## config.mk

```make
export PLATFORM = sky130hd
export DESIGN_NAME = acr_config_regs
export DESIGN_NICKNAME = d
export VERILOG_FILES = /design/src/hw/acr_pkg.sv /design/src/hw/acr_out_if.sv /design/src/hw/acr_out_stage.sv /design/src/hw/acr_config_regs.sv
export VERILOG_INCLUDE_DIRS = /design/src /design/src/hw
export SDC_FILE = /design/constraint.sdc
export NUM_CORES = 1
export LEC_CHECK = 0
export ABC_AREA = 1
export BUFFER_PORTS_ARGS = -buffer_cell sky130_fd_sc_hd__buf_2
export CAP_MARGIN = 10
export CELL_PAD_IN_SITES_DETAIL_PLACEMENT = 1
export CELL_PAD_IN_SITES_GLOBAL_PLACEMENT = 2
export CORE_ASPECT_RATIO = 1.4
export CORE_MARGIN = 2
export CORE_UTILIZATION = 29
export CTS_CLUSTER_SIZE = 8
export DETAILED_ROUTE_END_ITERATION = 16
export PLACE_DENSITY_LB_ADDON = 0.1
export SKIP_CTS_REPAIR_TIMING = 1
export SYNTH_ARGS = -nofsm -noshare
export SYNTH_HDL_FRONTEND = slang
export SYNTH_SLANG_ARGS = --single-unit
```

## constraint.sdc

```tcl
create_clock -name clock -period 3.3 [get_ports clock]
set_clock_uncertainty 0.2 [all_clocks]
set_input_delay 0 -clock clock [delete_from_list [all_inputs] [get_ports clock]]
set_output_delay 0 -clock clock [all_outputs]
set_load 0.05 [all_outputs]
```

## src/hw/acr_map.svh

```systemverilog
// Purpose: named offsets, field positions, reset values and codes
// Assumes: 8-bit registers on a 5-bit register address
// Notes:   included by the package and by every design file but the interface
`ifndef ACR_MAP_SVH
`define ACR_MAP_SVH

// register addresses
`define ACR_ADDR_W        5
`define ACR_ADDR_OFS_HI   5'h03
`define ACR_ADDR_OFS_LO   5'h04
`define ACR_ADDR_MAIN     5'h05
`define ACR_ADDR_DRV      5'h06

// reset values
`define ACR_MAIN_RST      8'h20
`define ACR_DRV_RST       8'h04
`define ACR_ZERO8         8'h00

// main control fields
`define ACR_MAIN_STAGGER  1
`define ACR_MAIN_EXTREF   2
`define ACR_MAIN_FMT      3
`define ACR_MAIN_SYNC     4
`define ACR_MAIN_SLEEP    6
`define ACR_MAIN_TEMP     7

// output driver fields
`define ACR_DRV_FORCE     1:0
`define ACR_DRV_CUR       3:2
`define ACR_DRV_TERM      5:4
`define ACR_DRV_MODE      7:6

// field codes
`define ACR_FORCE_LOW     2'h2
`define ACR_FORCE_HIGH    2'h3
`define ACR_CODE_0        2'h0
`define ACR_CODE_1        2'h1
`define ACR_CODE_2        2'h2
`define ACR_CODE_3        2'h3
`define ACR_MODE_NORMAL   2'h0

// driver current in tenths of a milliamp
`define ACR_CUR_2P5       6'h19
`define ACR_CUR_3P5       6'h23
`define ACR_CUR_4P5       6'h2d
`define ACR_CUR_5P5       6'h37

// termination in ohms, zero means off
`define ACR_TERM_OFF      8'h00
`define ACR_TERM_200      8'hc8
`define ACR_TERM_100      8'h64

// offset trim: 9-bit code, mid code gives zero, step in microvolts
`define ACR_TRIM_W        9
`define ACR_TRIM_MID      16'sh0100
`define ACR_TRIM_STEP_UV  16'sh0078

// sample word
`define ACR_DATA_W        12

`endif

```

## src/hw/acr_pkg.sv

```systemverilog
// Purpose: state types for the converter configuration slice
// Assumes: constants come from acr_map.svh
// Notes:   one packed struct per module holds all of its state
`include "acr_map.svh"

package acr_pkg;

  typedef struct packed {
    logic                     offset_hi;
    logic [7:0]               offset_lo;
    logic [7:0]               main_ctrl;
    logic [7:0]               drv_ctrl;
    logic [7:0]               rd_data;
    logic signed [15:0]       offset_uv;
    logic [5:0]               drive_ma_x10;
    logic [7:0]               term_ohm;
  } acr_regs_t;

  typedef struct packed {
    logic                     sync_meta;
    logic                     sync_s;
    logic                     sync_s3;
    logic [`ACR_DATA_W-1:0]   a_p1;
    logic [`ACR_DATA_W-1:0]   a_p2;
    logic [`ACR_DATA_W-1:0]   b_p1;
    logic [`ACR_DATA_W-1:0]   b_p2;
    logic [`ACR_DATA_W-1:0]   b_p3;
    logic [1:0]               ovr_p1;
    logic [1:0]               ovr_p2;
    logic                     ovr_b3;
    logic [`ACR_DATA_W-1:0]   data_a;
    logic [`ACR_DATA_W-1:0]   data_b;
    logic                     flag_a;
    logic                     flag_b;
    logic                     clk_level;
    logic                     clk_forced;
  } acr_stage_t;

endpackage : acr_pkg

```

## src/hw/acr_out_if.sv

```systemverilog
// Purpose: control levels from the register slice to the output stage
// Assumes: all signals are register outputs on the same clock
// Notes:   ctrl drives, stage listens
`timescale 1ns/1ps

interface acr_out_if;
  logic       stagger;
  logic       twos_comp;
  logic       sync_mode;
  logic       sleep;
  logic [1:0] force_code;

  modport ctrl  (output stagger, twos_comp, sync_mode, sleep, force_code);
  modport stage (input  stagger, twos_comp, sync_mode, sleep, force_code);
endinterface : acr_out_if

```

## src/hw/acr_out_stage.sv

```systemverilog
// Purpose: output word formatting, forcing, stagger and sync marker
// Assumes: core samples arrive on clock; the sync pin is asynchronous
// Notes:   samples are delayed two cycles so they line up with the pin
`timescale 1ns/1ps
`include "acr_map.svh"

module acr_out_stage
  import acr_pkg::*;
(
  // clock and reset
  input  wire logic                   clock,
  input  wire logic                   rst_n,
  // control
  acr_out_if.stage                    ctl,
  // converter core
  input  wire logic [`ACR_DATA_W-1:0] core_sample_a,
  input  wire logic [`ACR_DATA_W-1:0] core_sample_b,
  input  wire logic                   core_ovr_a,
  input  wire logic                   core_ovr_b,
  input  wire logic                   sync_pin,
  // output pins
  output logic      [`ACR_DATA_W-1:0] data_a,
  output logic      [`ACR_DATA_W-1:0] data_b,
  output logic                        overrange_flag_out_a,
  output logic                        overrange_flag_out_b,
  output logic                        out_clk_level,
  output logic                        out_clk_forced
);

  acr_stage_t st_q;
  acr_stage_t st_d;

  // offset binary to two's complement is a flip of the sign bit
  function automatic logic [`ACR_DATA_W-1:0] fmt(input logic [`ACR_DATA_W-1:0] s,
                                                  input logic twos);
    fmt = s;
    if (twos) begin
      fmt[`ACR_DATA_W-1] = ~s[`ACR_DATA_W-1];
    end
  endfunction : fmt

  // next state: align, format, force
  always_comb begin
    st_d = st_q;
    st_d.sync_meta = sync_pin;
    st_d.sync_s    = st_q.sync_meta;
    st_d.sync_s3   = st_q.sync_s;
    st_d.a_p1      = core_sample_a;
    st_d.a_p2      = st_q.a_p1;
    st_d.b_p1      = core_sample_b;
    st_d.b_p2      = st_q.b_p1;
    st_d.b_p3      = st_q.b_p2;
    st_d.ovr_p1    = {core_ovr_b, core_ovr_a};
    st_d.ovr_p2    = st_q.ovr_p1;
    st_d.ovr_b3    = st_q.ovr_p2[1];
    st_d.clk_forced = ctl.force_code[1];
    // level only means something while forced; code 01 is normal output
    st_d.clk_level  = (ctl.force_code == `ACR_FORCE_HIGH);
    if (ctl.force_code == `ACR_FORCE_LOW) begin
      st_d.data_a = '0;
      st_d.data_b = '0;
      st_d.flag_a = 1'b0;
      st_d.flag_b = 1'b0;
    end else if (ctl.force_code == `ACR_FORCE_HIGH) begin
      st_d.data_a = '1;
      st_d.data_b = '1;
      st_d.flag_a = 1'b1;
      st_d.flag_b = 1'b1;
    end else if (ctl.sleep) begin
      // sleeping core gives no valid samples, so hold the bus quiet
      st_d.data_a = '0;
      st_d.data_b = '0;
      st_d.flag_a = 1'b0;
      st_d.flag_b = 1'b0;
    end else begin
      st_d.data_a = fmt(st_q.a_p2, ctl.twos_comp);
      // bus b one word late when staggered
      st_d.data_b = fmt(ctl.stagger ? st_q.b_p3 : st_q.b_p2, ctl.twos_comp);
      // marker replaces overrange, aligned with the pin's sample
      st_d.flag_a = ctl.sync_mode ? st_q.sync_s : st_q.ovr_p2[0];
      st_d.flag_b = ctl.sync_mode ? (ctl.stagger ? st_q.sync_s3 : st_q.sync_s)
                                  : (ctl.stagger ? st_q.ovr_b3 : st_q.ovr_p2[1]);
    end
    if (!rst_n) begin
      st_d = '0;
    end
  end

  // state register
  always_ff @(posedge clock) begin
    st_q <= st_d;
  end

  assign data_a               = st_q.data_a;
  assign data_b               = st_q.data_b;
  assign overrange_flag_out_a = st_q.flag_a;
  assign overrange_flag_out_b = st_q.flag_b;
  assign out_clk_level        = st_q.clk_level;
  assign out_clk_forced       = st_q.clk_forced;

  // checks on the output path
  a_force_low: assert property (@(posedge clock) disable iff (!rst_n)
    (ctl.force_code == `ACR_FORCE_LOW) |=> (data_a == '0 && data_b == '0 &&
                                           out_clk_forced && !out_clk_level))
    else $error("forced low outputs not all zero");
  a_sync_marker: assert property (@(posedge clock) disable iff (!rst_n)
    ($past(ctl.sync_mode) && !$past(ctl.force_code[1]) && !$past(ctl.sleep) &&
     $past(rst_n, 3)) |-> (overrange_flag_out_a == $past(sync_pin, 3)))
    else $error("sync marker not aligned with its sample");
  a_fmt_twos: assert property (@(posedge clock) disable iff (!rst_n)
    ($past(ctl.twos_comp) && !$past(ctl.force_code[1]) && !$past(ctl.sleep) &&
     $past(rst_n, 3)) |-> (data_a == {~$past(core_sample_a[`ACR_DATA_W-1], 3),
                                      $past(core_sample_a[`ACR_DATA_W-2:0], 3)}))
    else $error("two's complement word wrong");
  a_stagger_b: assert property (@(posedge clock) disable iff (!rst_n)
    ($past(ctl.stagger) && !$past(ctl.twos_comp) && !$past(ctl.force_code[1]) &&
     !$past(ctl.sleep) && $past(rst_n, 4)) |-> (data_b == $past(core_sample_b, 4)))
    else $error("staggered bus b not one word late");
  c_force_high: cover property (@(posedge clock) disable iff (!rst_n)
    ctl.force_code == `ACR_FORCE_HIGH ##1 data_a == '1);
  c_sync_seen: cover property (@(posedge clock) disable iff (!rst_n)
    ctl.sync_mode && overrange_flag_out_a);

endmodule : acr_out_stage

```

## src/hw/acr_config_regs.sv

```systemverilog
// Purpose: offset trim, main control and output driver registers
// Assumes: serial framing decoded elsewhere into single-cycle strobes
// Notes:   trim default is loaded from factory fuses while reset is held
//
// How it works
// - offset low register holds trim bits 7:0
// - trim code maps to microvolts, 120 per step
// - trim default comes from factory fuse input
// - bit one staggers bus b behind a
// - bit three picks two's complement format
// - sync mode puts marker on overrange pins
// - marker aligned with sync pin's sample word
// - bit six puts device to sleep
// - bit seven runs temp sensor regardless sleep
// - force field drives outputs low or high
// - current field picks 2.5 to 5.5 mA
// - termination field picks off, 200, 100 ohms
// - output mode 00 means normal data
// - offset high bit zero holds trim msb
`timescale 1ns/1ps
`include "acr_map.svh"

module acr_config_regs
  import acr_pkg::*;
(
  // clock and reset
  input  wire logic                     clock,
  input  wire logic                     rst_n,
  input  wire logic                     reg_soft_reset,
  // register port
  input  wire logic [`ACR_ADDR_W-1:0]   reg_addr,
  input  wire logic                     reg_wr,
  input  wire logic                     reg_rd,
  input  wire logic [7:0]               reg_wdata,
  output logic      [7:0]               reg_rd_data,
  // factory fuses
  input  wire logic [`ACR_TRIM_W-1:0]   factory_trim,
  // converter core
  input  wire logic [`ACR_DATA_W-1:0]   core_sample_a,
  input  wire logic [`ACR_DATA_W-1:0]   core_sample_b,
  input  wire logic                     core_ovr_a,
  input  wire logic                     core_ovr_b,
  input  wire logic                     sync_pin,
  // output pins
  output logic      [`ACR_DATA_W-1:0]   data_a,
  output logic      [`ACR_DATA_W-1:0]   data_b,
  output logic                          overrange_flag_out_a,
  output logic                          overrange_flag_out_b,
  output logic                          out_clk_level,
  output logic                          out_clk_forced,
  // analog controls
  output logic      [`ACR_TRIM_W-1:0]   offset_trim,
  output logic signed [15:0]            offset_uv,
  output logic                          ext_ref_sel,
  output logic                          sleep_en,
  output logic                          temp_sensor_en,
  output logic      [5:0]               drive_ma_x10,
  output logic      [7:0]               term_ohm,
  output logic                          out_mode_normal
);

  acr_regs_t st_q;
  acr_regs_t st_d;
  logic      do_reset;
  logic [`ACR_TRIM_W-1:0] trim_d;

  acr_out_if ctl_if ();

  assign do_reset = !rst_n || reg_soft_reset;

  // next state: writes, read data, decoded analog settings
  always_comb begin
    st_d = st_q;
    if (reg_wr) begin
      case (reg_addr)
        `ACR_ADDR_OFS_HI: st_d.offset_hi = reg_wdata[0];
        `ACR_ADDR_OFS_LO: st_d.offset_lo = reg_wdata;
        // reserved bits stored as written; the host keeps them legal
        `ACR_ADDR_MAIN:   st_d.main_ctrl = reg_wdata;
        `ACR_ADDR_DRV:    st_d.drv_ctrl  = reg_wdata;
        default:          st_d.offset_lo = st_q.offset_lo;
      endcase
    end
    // read data registered; unmapped addresses answer zero
    if (reg_rd) begin
      case (reg_addr)
        `ACR_ADDR_OFS_HI: st_d.rd_data = {7'h00, st_q.offset_hi};
        `ACR_ADDR_OFS_LO: st_d.rd_data = st_q.offset_lo;
        `ACR_ADDR_MAIN:   st_d.rd_data = st_q.main_ctrl;
        `ACR_ADDR_DRV:    st_d.rd_data = st_q.drv_ctrl;
        default:          st_d.rd_data = `ACR_ZERO8;
      endcase
    end
    // fuse value reloaded on either reset, never a fixed constant
    if (do_reset) begin
      st_d.offset_hi = factory_trim[`ACR_TRIM_W-1];
      st_d.offset_lo = factory_trim[7:0];
      st_d.main_ctrl = `ACR_MAIN_RST;
      st_d.drv_ctrl  = `ACR_DRV_RST;
      st_d.rd_data   = `ACR_ZERO8;
    end
    trim_d = {st_d.offset_hi, st_d.offset_lo};
    // signed offset: code minus mid times step, same edge as the code
    st_d.offset_uv = ($signed({7'h00, trim_d}) - `ACR_TRIM_MID) * `ACR_TRIM_STEP_UV;
    case (st_d.drv_ctrl[`ACR_DRV_CUR])
      `ACR_CODE_0: st_d.drive_ma_x10 = `ACR_CUR_2P5;
      `ACR_CODE_1: st_d.drive_ma_x10 = `ACR_CUR_3P5;
      `ACR_CODE_2: st_d.drive_ma_x10 = `ACR_CUR_4P5;
      default:     st_d.drive_ma_x10 = `ACR_CUR_5P5;
    endcase
    case (st_d.drv_ctrl[`ACR_DRV_TERM])
      `ACR_CODE_2: st_d.term_ohm = `ACR_TERM_200;
      `ACR_CODE_3: st_d.term_ohm = `ACR_TERM_100;
      default:     st_d.term_ohm = `ACR_TERM_OFF;
    endcase
  end

  // state register
  always_ff @(posedge clock) begin
    st_q <= st_d;
  end

  // control levels to the output stage
  assign ctl_if.stagger    = st_q.main_ctrl[`ACR_MAIN_STAGGER];
  assign ctl_if.twos_comp  = st_q.main_ctrl[`ACR_MAIN_FMT];
  assign ctl_if.sync_mode  = st_q.main_ctrl[`ACR_MAIN_SYNC];
  assign ctl_if.sleep      = st_q.main_ctrl[`ACR_MAIN_SLEEP];
  assign ctl_if.force_code = st_q.drv_ctrl[`ACR_DRV_FORCE];

  // analog and status outputs from registers; out_mode_normal is a compare on the mode field
  assign reg_rd_data     = st_q.rd_data;
  assign offset_trim     = {st_q.offset_hi, st_q.offset_lo};
  assign offset_uv       = st_q.offset_uv;
  assign ext_ref_sel     = st_q.main_ctrl[`ACR_MAIN_EXTREF];
  assign sleep_en        = st_q.main_ctrl[`ACR_MAIN_SLEEP];
  // sensor enable ignores sleep so temperature stays readable
  assign temp_sensor_en  = st_q.main_ctrl[`ACR_MAIN_TEMP];
  assign drive_ma_x10    = st_q.drive_ma_x10;
  assign term_ohm        = st_q.term_ohm;
  assign out_mode_normal = (st_q.drv_ctrl[`ACR_DRV_MODE] == `ACR_MODE_NORMAL);

  acr_out_stage u_stage (
    .clock                (clock),
    .rst_n                (rst_n),
    .ctl                  (ctl_if.stage),
    .core_sample_a        (core_sample_a),
    .core_sample_b        (core_sample_b),
    .core_ovr_a           (core_ovr_a),
    .core_ovr_b           (core_ovr_b),
    .sync_pin             (sync_pin),
    .data_a               (data_a),
    .data_b               (data_b),
    .overrange_flag_out_a (overrange_flag_out_a),
    .overrange_flag_out_b (overrange_flag_out_b),
    .out_clk_level        (out_clk_level),
    .out_clk_forced       (out_clk_forced)
  );

  // register checks
  a_trim_low: assert property (@(posedge clock) disable iff (!rst_n)
    (reg_wr && !reg_soft_reset && reg_addr == `ACR_ADDR_OFS_LO) |=>
      (offset_trim[7:0] == $past(reg_wdata)))
    else $error("offset low not stored");
  a_trim_msb: assert property (@(posedge clock) disable iff (!rst_n)
    (reg_wr && !reg_soft_reset && reg_addr == `ACR_ADDR_OFS_HI) |=>
      (offset_trim[`ACR_TRIM_W-1] == $past(reg_wdata[0])))
    else $error("offset msb not stored");
  a_factory_load: assert property (@(posedge clock)
    (!rst_n) |=> (offset_trim == $past(factory_trim)))
    else $error("factory trim not loaded at reset");
  a_soft_defaults: assert property (@(posedge clock) disable iff (!rst_n)
    reg_soft_reset |=> (st_q.main_ctrl == `ACR_MAIN_RST && st_q.drv_ctrl == `ACR_DRV_RST &&
                        drive_ma_x10 == `ACR_CUR_3P5 && term_ohm == `ACR_TERM_OFF))
    else $error("register reset left non-default values");
  a_offset_map: assert property (@(posedge clock) disable iff (!rst_n)
    (offset_trim == 9'h000) |-> (offset_uv == -16'sd30720))
    else $error("lowest trim code not at minus end");
  a_offset_top: assert property (@(posedge clock) disable iff (!rst_n)
    (offset_trim == 9'h1ff) |-> (offset_uv == 16'sd30600))
    else $error("highest trim code not at plus end");
  a_cur_code: assert property (@(posedge clock) disable iff (!rst_n)
    (st_q.drv_ctrl[`ACR_DRV_CUR] == `ACR_CODE_2) |-> (drive_ma_x10 == `ACR_CUR_4P5))
    else $error("current code 10 not 4.5 mA");
  a_term_code: assert property (@(posedge clock) disable iff (!rst_n)
    (st_q.drv_ctrl[`ACR_DRV_TERM] == `ACR_CODE_3) |-> (term_ohm == `ACR_TERM_100))
    else $error("termination code 11 not 100 ohms");
  a_temp_sleep: assert property (@(posedge clock) disable iff (!rst_n)
    (reg_wr && !reg_soft_reset && reg_addr == `ACR_ADDR_MAIN) |=>
      (temp_sensor_en == $past(reg_wdata[7]) && sleep_en == $past(reg_wdata[6])))
    else $error("sleep or sensor bit not independent");
  a_cur_low: assert property (@(posedge clock) disable iff (!rst_n)
    (st_q.drv_ctrl[`ACR_DRV_CUR] == `ACR_CODE_0) |-> (drive_ma_x10 == `ACR_CUR_2P5))
    else $error("current code 00 not 2.5 mA");

  // control bits reach the output stage one edge after the write
  a_ctl_bits: assert property (@(posedge clock) disable iff (!rst_n)
    (reg_wr && !reg_soft_reset && reg_addr == `ACR_ADDR_MAIN) |=>
      (ctl_if.stagger == $past(reg_wdata[`ACR_MAIN_STAGGER]) &&
       ctl_if.twos_comp == $past(reg_wdata[`ACR_MAIN_FMT])))
    else $error("stagger or format bit not passed on");
  a_sync_bit: assert property (@(posedge clock) disable iff (!rst_n)
    (reg_wr && !reg_soft_reset && reg_addr == `ACR_ADDR_MAIN) |=>
      (ctl_if.sync_mode == $past(reg_wdata[`ACR_MAIN_SYNC])))
    else $error("sync mode bit not passed on");
  a_force_bits: assert property (@(posedge clock) disable iff (!rst_n)
    (reg_wr && !reg_soft_reset && reg_addr == `ACR_ADDR_DRV) |=>
      (ctl_if.force_code == $past(reg_wdata[`ACR_DRV_FORCE])))
    else $error("force code not passed on");
  a_term_off: assert property (@(posedge clock) disable iff (!rst_n)
    (st_q.drv_ctrl[`ACR_DRV_TERM] < `ACR_CODE_2) |-> (term_ohm == `ACR_TERM_OFF))
    else $error("termination on for code 00 or 01");
  a_mode_flag: assert property (@(posedge clock) disable iff (!rst_n)
    (st_q.drv_ctrl[`ACR_DRV_MODE] != `ACR_MODE_NORMAL) |-> !out_mode_normal)
    else $error("output mode flag set for non-normal code");
  // host leaves idle cycles and other writes between, so allow a short gap
  c_main_write: cover property (@(posedge clock) disable iff (!rst_n)
    reg_wr && reg_addr == `ACR_ADDR_MAIN ##[1:4] reg_rd && reg_addr == `ACR_ADDR_MAIN);
  c_sleep_temp: cover property (@(posedge clock) disable iff (!rst_n)
    sleep_en && temp_sensor_en);

endmodule : acr_config_regs

```

-- After elaboration in Yosys (flattened, before gate mapping)
Index checks and enable logic that the tools add are counted.
Widths: inputs -> output; s select.
- bits of input ports: 54
- flip-flop bits (word level): 156
- output and inout port bits: 79
- logic and storage cells: 67
- $mul: 1
- add/subtract/negate cells: 1
- bitwise gates (word level): 3
- equality and inequality tests: 10
- muxes and demuxes: 19
- reduce and logical (&&, ||, !) cells: 7
- operators by type and width (operator ; number):
    $mux 26 ; 2
    $mux 33 ; 1
    $mux 8 ; 4
    $pmux 8 s4 ; 1
    $mux 25 ; 1
    $pmux 6 s3 ; 1
    $pmux 8 s2 ; 1
    $eq 5x3->1 const B ; 3
    $mul 10x5->13 const B ; 1
    $mux 12 ; 1
    $eq 2x2->1 const B ; 5
    $sub 9x9->10 const B ; 1
    $mux 1 ; 7
    $eq 5x2->1 const B ; 1
    $logic_not 2->1 ; 2
    $reduce_and 2->1 ; 2
    $not 1->1 ; 3
    $eq 2x1->1 const B ; 1
    $reduce_or 2->1 ; 1
    $logic_not 1->1 ; 1
    $logic_or 1x1->1 ; 1

-- Logic depth before layout (Yosys ltp)
- depth after elaboration: 6
- mapped depth: 23

-- Cells and area by module
Synthesis repeated with hierarchy kept, for this count alone.
- cells, all modules: 816
- area, all modules: 6603.8 um^2
- modules (own cells, without submodules) (module ; cells each ; area each (um^2) ; instances ; sequential area each (um^2)):
    acr_config_regs ; 441 ; 3432.0 ; 1 ; 1041.0
    acr_out_stage ; 375 ; 3171.8 ; 1 ; 1921.8

-- Worst setup path before layout
OpenSTA, ideal clock, no wires.
- path kind: input to register
- start point: input port rst_n
- end point: register st_q (netlist bit offset_uv[12])
- stages on the path: 17
- arrival time: 3375 ps
- slack: -346 ps
- path through: buf_4 inv_2 nor2_4 buf_2 o21ai_0 o21ai_0 ha_1 fa_1 inv_1 fa_1 inv_1 ha_1 nand2_1 o21ai_0 nor2_1 o21ai_0 xor2_1
- RTL lines (what ; line ; text):
    start: declaration ; acr_config_regs.sv:28 ; input wire logic rst_n,
    end signal: assignment ; acr_config_regs.sv:120 ; st_q <= st_d;
    end: declaration ; acr_config_regs.sv:62 ; acr_regs_t st_q;

==> impl_metrics.yaml <==
synth:
  ys.flop_type: "dfxtp_1"
  synth.area.mux_share: 0.001534
  synth_area_sq_um: 6524
  synth-xor-area-share: 0.01745
  yosys-top-cells-count: "nand2_1 (158), dfxtp_1 (148), inv_1 (130)"
  synth_top_family_by_area: "buffers and inverters"
  synth_top_area_cell: "dfxtp_1"
  synthAdderAreaFrac: 0.08170
  synthCells: 806
  synth_cell_types: 40
  synth.top_cell.area_share: 0.4542
  synth.most_common_cell: "nand2_1"
  synth_area_leaders: "dfxtp_1 (45%), nand2_1 (9.1%), buf_4 (8.5%)"
  ys_ff_latch: 148
  synth.avg_cell_area_sq_um: 8.094
  synthSimpleGateAreaFrac: 0.1743
  synth_edf_count: 0
  synth-seq-area-share: 0.4542
  synth_compound_area_frac: 0.09014
  yosysWarnings: 0
  async_flop_share: 0
global_route:
  grt.overflow.total: 0
  grt_first_pass_wirelength_mm: 28.23
  grt_usage: 0.1560
  grt_max_degree: 71
  antenna_found_initial: 0
  grt_pass1_vias: 5682
clocking:
  cts.clk_slew.worst_paths_ns: 0.06
  numClockSinks: 148
  cts_htree_levels: 4
  numCtsBuffers: 17
  clk_latency_ns: 0.42
  clockBufferDepth: 2
  cts_tree: "yes"
  root_buffer: "clkbuf_16"
finish:
  antennaDiodeCount: 0
  n_fill_cell: 2662
  final_cells: 1293
  postLayoutCellArea_sq_um: 8790
  drive_above_1_share: 0.3032
  syn2layout_area_growth_pct: 34.73
  nNetsFinal: 1073
timing:
  hold_ws_ns: -0.02613
  min_period_ns: 3.206
  hold_viol: 2
  max_freq_mhz: 311.9
  setup_violations: 0
  worstMarginPinSlew_ns: 0.7143
  drv_slew: 0
  slew_headroom: 0.5238
  rsz0062_at_grt: "yes"
  fin_crit_sh: 0.9716
power_and_ir_drop:
  seqPwrFrac: 0.328
  pwr-share-clk: 0.346
  p_switching_mw: 1.961
  max-vdd-ir-drop_mv: 0.4567
  powerDensity_nw_per_um2: 683.0
  power.internal_mw: 4.043
  switching_share: 0.3266
  comb_power_share: 0.326
  p_leak_nw: 4.580
floorplanning:
  initial_utilization: 0.2973
  die_area_sq_um: 23730
  die_h_um: 181.5
  fp.coreArea_sq_um: 21940
  io_pins: 133
  rows: 64
  fp.dieW_um: 130.8
place:
  place_area_sq_um: 7417
  dp_hpwl_mm: 13.78
  gp_congestion: 0.7621
  port_buffers: 125
  place_inst: 1203
route:
  routed-via-count: 5447
  wirelength_mm: 18.28
  drc_errors: 0
  final_antenna_net_count: 0
  vias_per_cell: 4.213
  drt_first_pass_iters: 4
  wire_per_inst_um: 14.14
  drt_iter0_markers: 103
worst_setup_path:
  worst-path-max-fanout: 4
  crit_required_ns: 3.46
  startpoint_type: "flip-flop"
  critPathKind: "reg -> reg"
  end_kind: "flip-flop"
  crit_arrival_ns: 3.37
min_path:
  hp-class: "in -> reg"
outcome:
  violations: "negative hold slack"
  status: "finished, violations left"
run:
  maxCapViolations: 0
## path summary, 6_finish.rpt
| check | start | to | slack [ns] | cells after the start |
|---|---|---|---|---|
| hold / removal | factory_trim[0] | offset_uv[4] | -0.03 | 5 |
| hold reg to reg | u_stage.st_q[61] | u_stage.st_q[49] | 0.20 | 2 |
| setup reg to reg | offset_trim[3] | offset_uv[12] | 0.09 | 15 |
| setup / recovery | offset_trim[3] | offset_uv[12] | 0.09 | 15 |
## flip-flops by register name (all words and copies together) (netlist names)
| name | cells |
|---|---|
| u_stage.data_b | 12 |
| offset_trim | 9 |
| offset_uv | 12 |
| ctl_if.twos_comp | 1 |
| u_stage.out_clk_forced | 1 |
| u_stage.data_a | 12 |
| u_stage.overrange_flag_out_b | 1 |
| ext_ref_sel | 1 |
| u_stage.overrange_flag_out_a | 1 |
| temp_sensor_en | 1 |
| drive_ma_x10 | 5 |
| ctl_if.stagger | 1 |
| u_stage.out_clk_level | 1 |
| term_ohm | 3 |
| st_q | 7 |
| reg_rd_data | 8 |
| ctl_if.force_code | 2 |
| sleep_en | 1 |
| ctl_if.sync_mode | 1 |
| u_stage.st_q | 68 |
## layout make-up
| class | count | area, sq um | share of cell area |
|---|---|---|---|
| Inverter | 136 | 510.5 | 0.05808 |
| Tap cell | 297 | 371.6 | 0.04228 |
| Clock inverter | 14 | 198.9 | 0.02263 |
| Clock buffer | 18 | 429.2 | 0.04883 |
| Timing Repair Buffer | 249 | 1679 | 0.1910 |
| Sequential cell | 148 | 2969 | 0.3378 |
| Multi-Input combinational cell | 431 | 2631 | 0.2994 |
## cells in the final DEF (no fill, tap or decap), types with 4 or more instances in the layout
cell           netlist  final
dlygate4sd3_1        0     49
xor2_1               7      7
buf_4               74     75
or2_2                5      5
bufinv_16            0      4
a21oi_2              1      6
conb_1               2      7
o21ai_0             29     24
ha_4                 0      9
nand3_1             19     16
o21ai_1              5      6
nand2_2              4      8
fa_1                11     10
nor2_2               3      8
nor3_2               2      4
xnor2_1              6      6
nor2_1              63     58
ha_1                25     16
nand4_1              4      4
inv_2                4      7
o21ai_2              1      5
dfxtp_1            148    145
a21oi_1             59     53
clkbuf_16            0     17
nand2_1            158    152
inv_1              130    127
nand3_2              2      5
buf_2                6    125
## worst max-delay path: stages (launching register included)
cell,delay (ns)
dfxtp_2,0.34
o21ai_2,0.06
o21ai_2,0.27
ha_1,0.28
ha_1,0.30
nand2_1,0.08
nand2_1,0.08
inv_1,0.06
fa_1,0.51
inv_2,0.05
ha_4,0.29
nand2_2,0.08
nor3_2,0.19
nor2_2,0.06
o21ai_1,0.14
xor2_1,0.15
## power by group through the flow
stage / Sequential [mW] / Combinational, mW / Clock, mW
final: 1.97 / 1.96 / 2.08
after global routing: 1.98 / 2.16 / 2.21
after CTS: 1.97 / 1.71 / 2.14
after detailed placement: 2.01 / 1.70 / 0
after global placement: 2.01 / 1.69 / 0
after floorplan: 2.00 / 1.23 / 0
## cells by family after synthesis
| family | Yosys count |
|---|---|
| compound gates | 107 |
| buf+inv | 232 |
| mux | 1 |
| flops | 148 |
| fa+ha+maj | 36 |
| xor+xnor | 13 |
| other cells | 2 |
| simple gates | 267 |
## metal layers
layer	up-vias	wire, um	global-route usage
met3	33	627	0.03712
met5	-	0	0
met4	0	482	0.06426
met2	116	9749	0.2873
met1	2569	7420	0.1672
li1	2729	-	-
## through the flow
stage	power [mW]	setup WS, ns	util	setup TNS (ns)
2_1_floorplan	3.234	-0.01239	-	-0.01239
3_3_place_gp	3.692	-0.2939	0.3380	-1.267
3_5_place_dp	3.704	-0.3430	0.3380	-1.633
4_1_cts	5.822	-0.1274	0.3667	-0.6689
5_1_grt	6.347	-0.07228	0.4006	-0.2288
6_report	6.004	0.09356	0.4006	0
No activity file was read; power rests on OpenSTA's default activity.
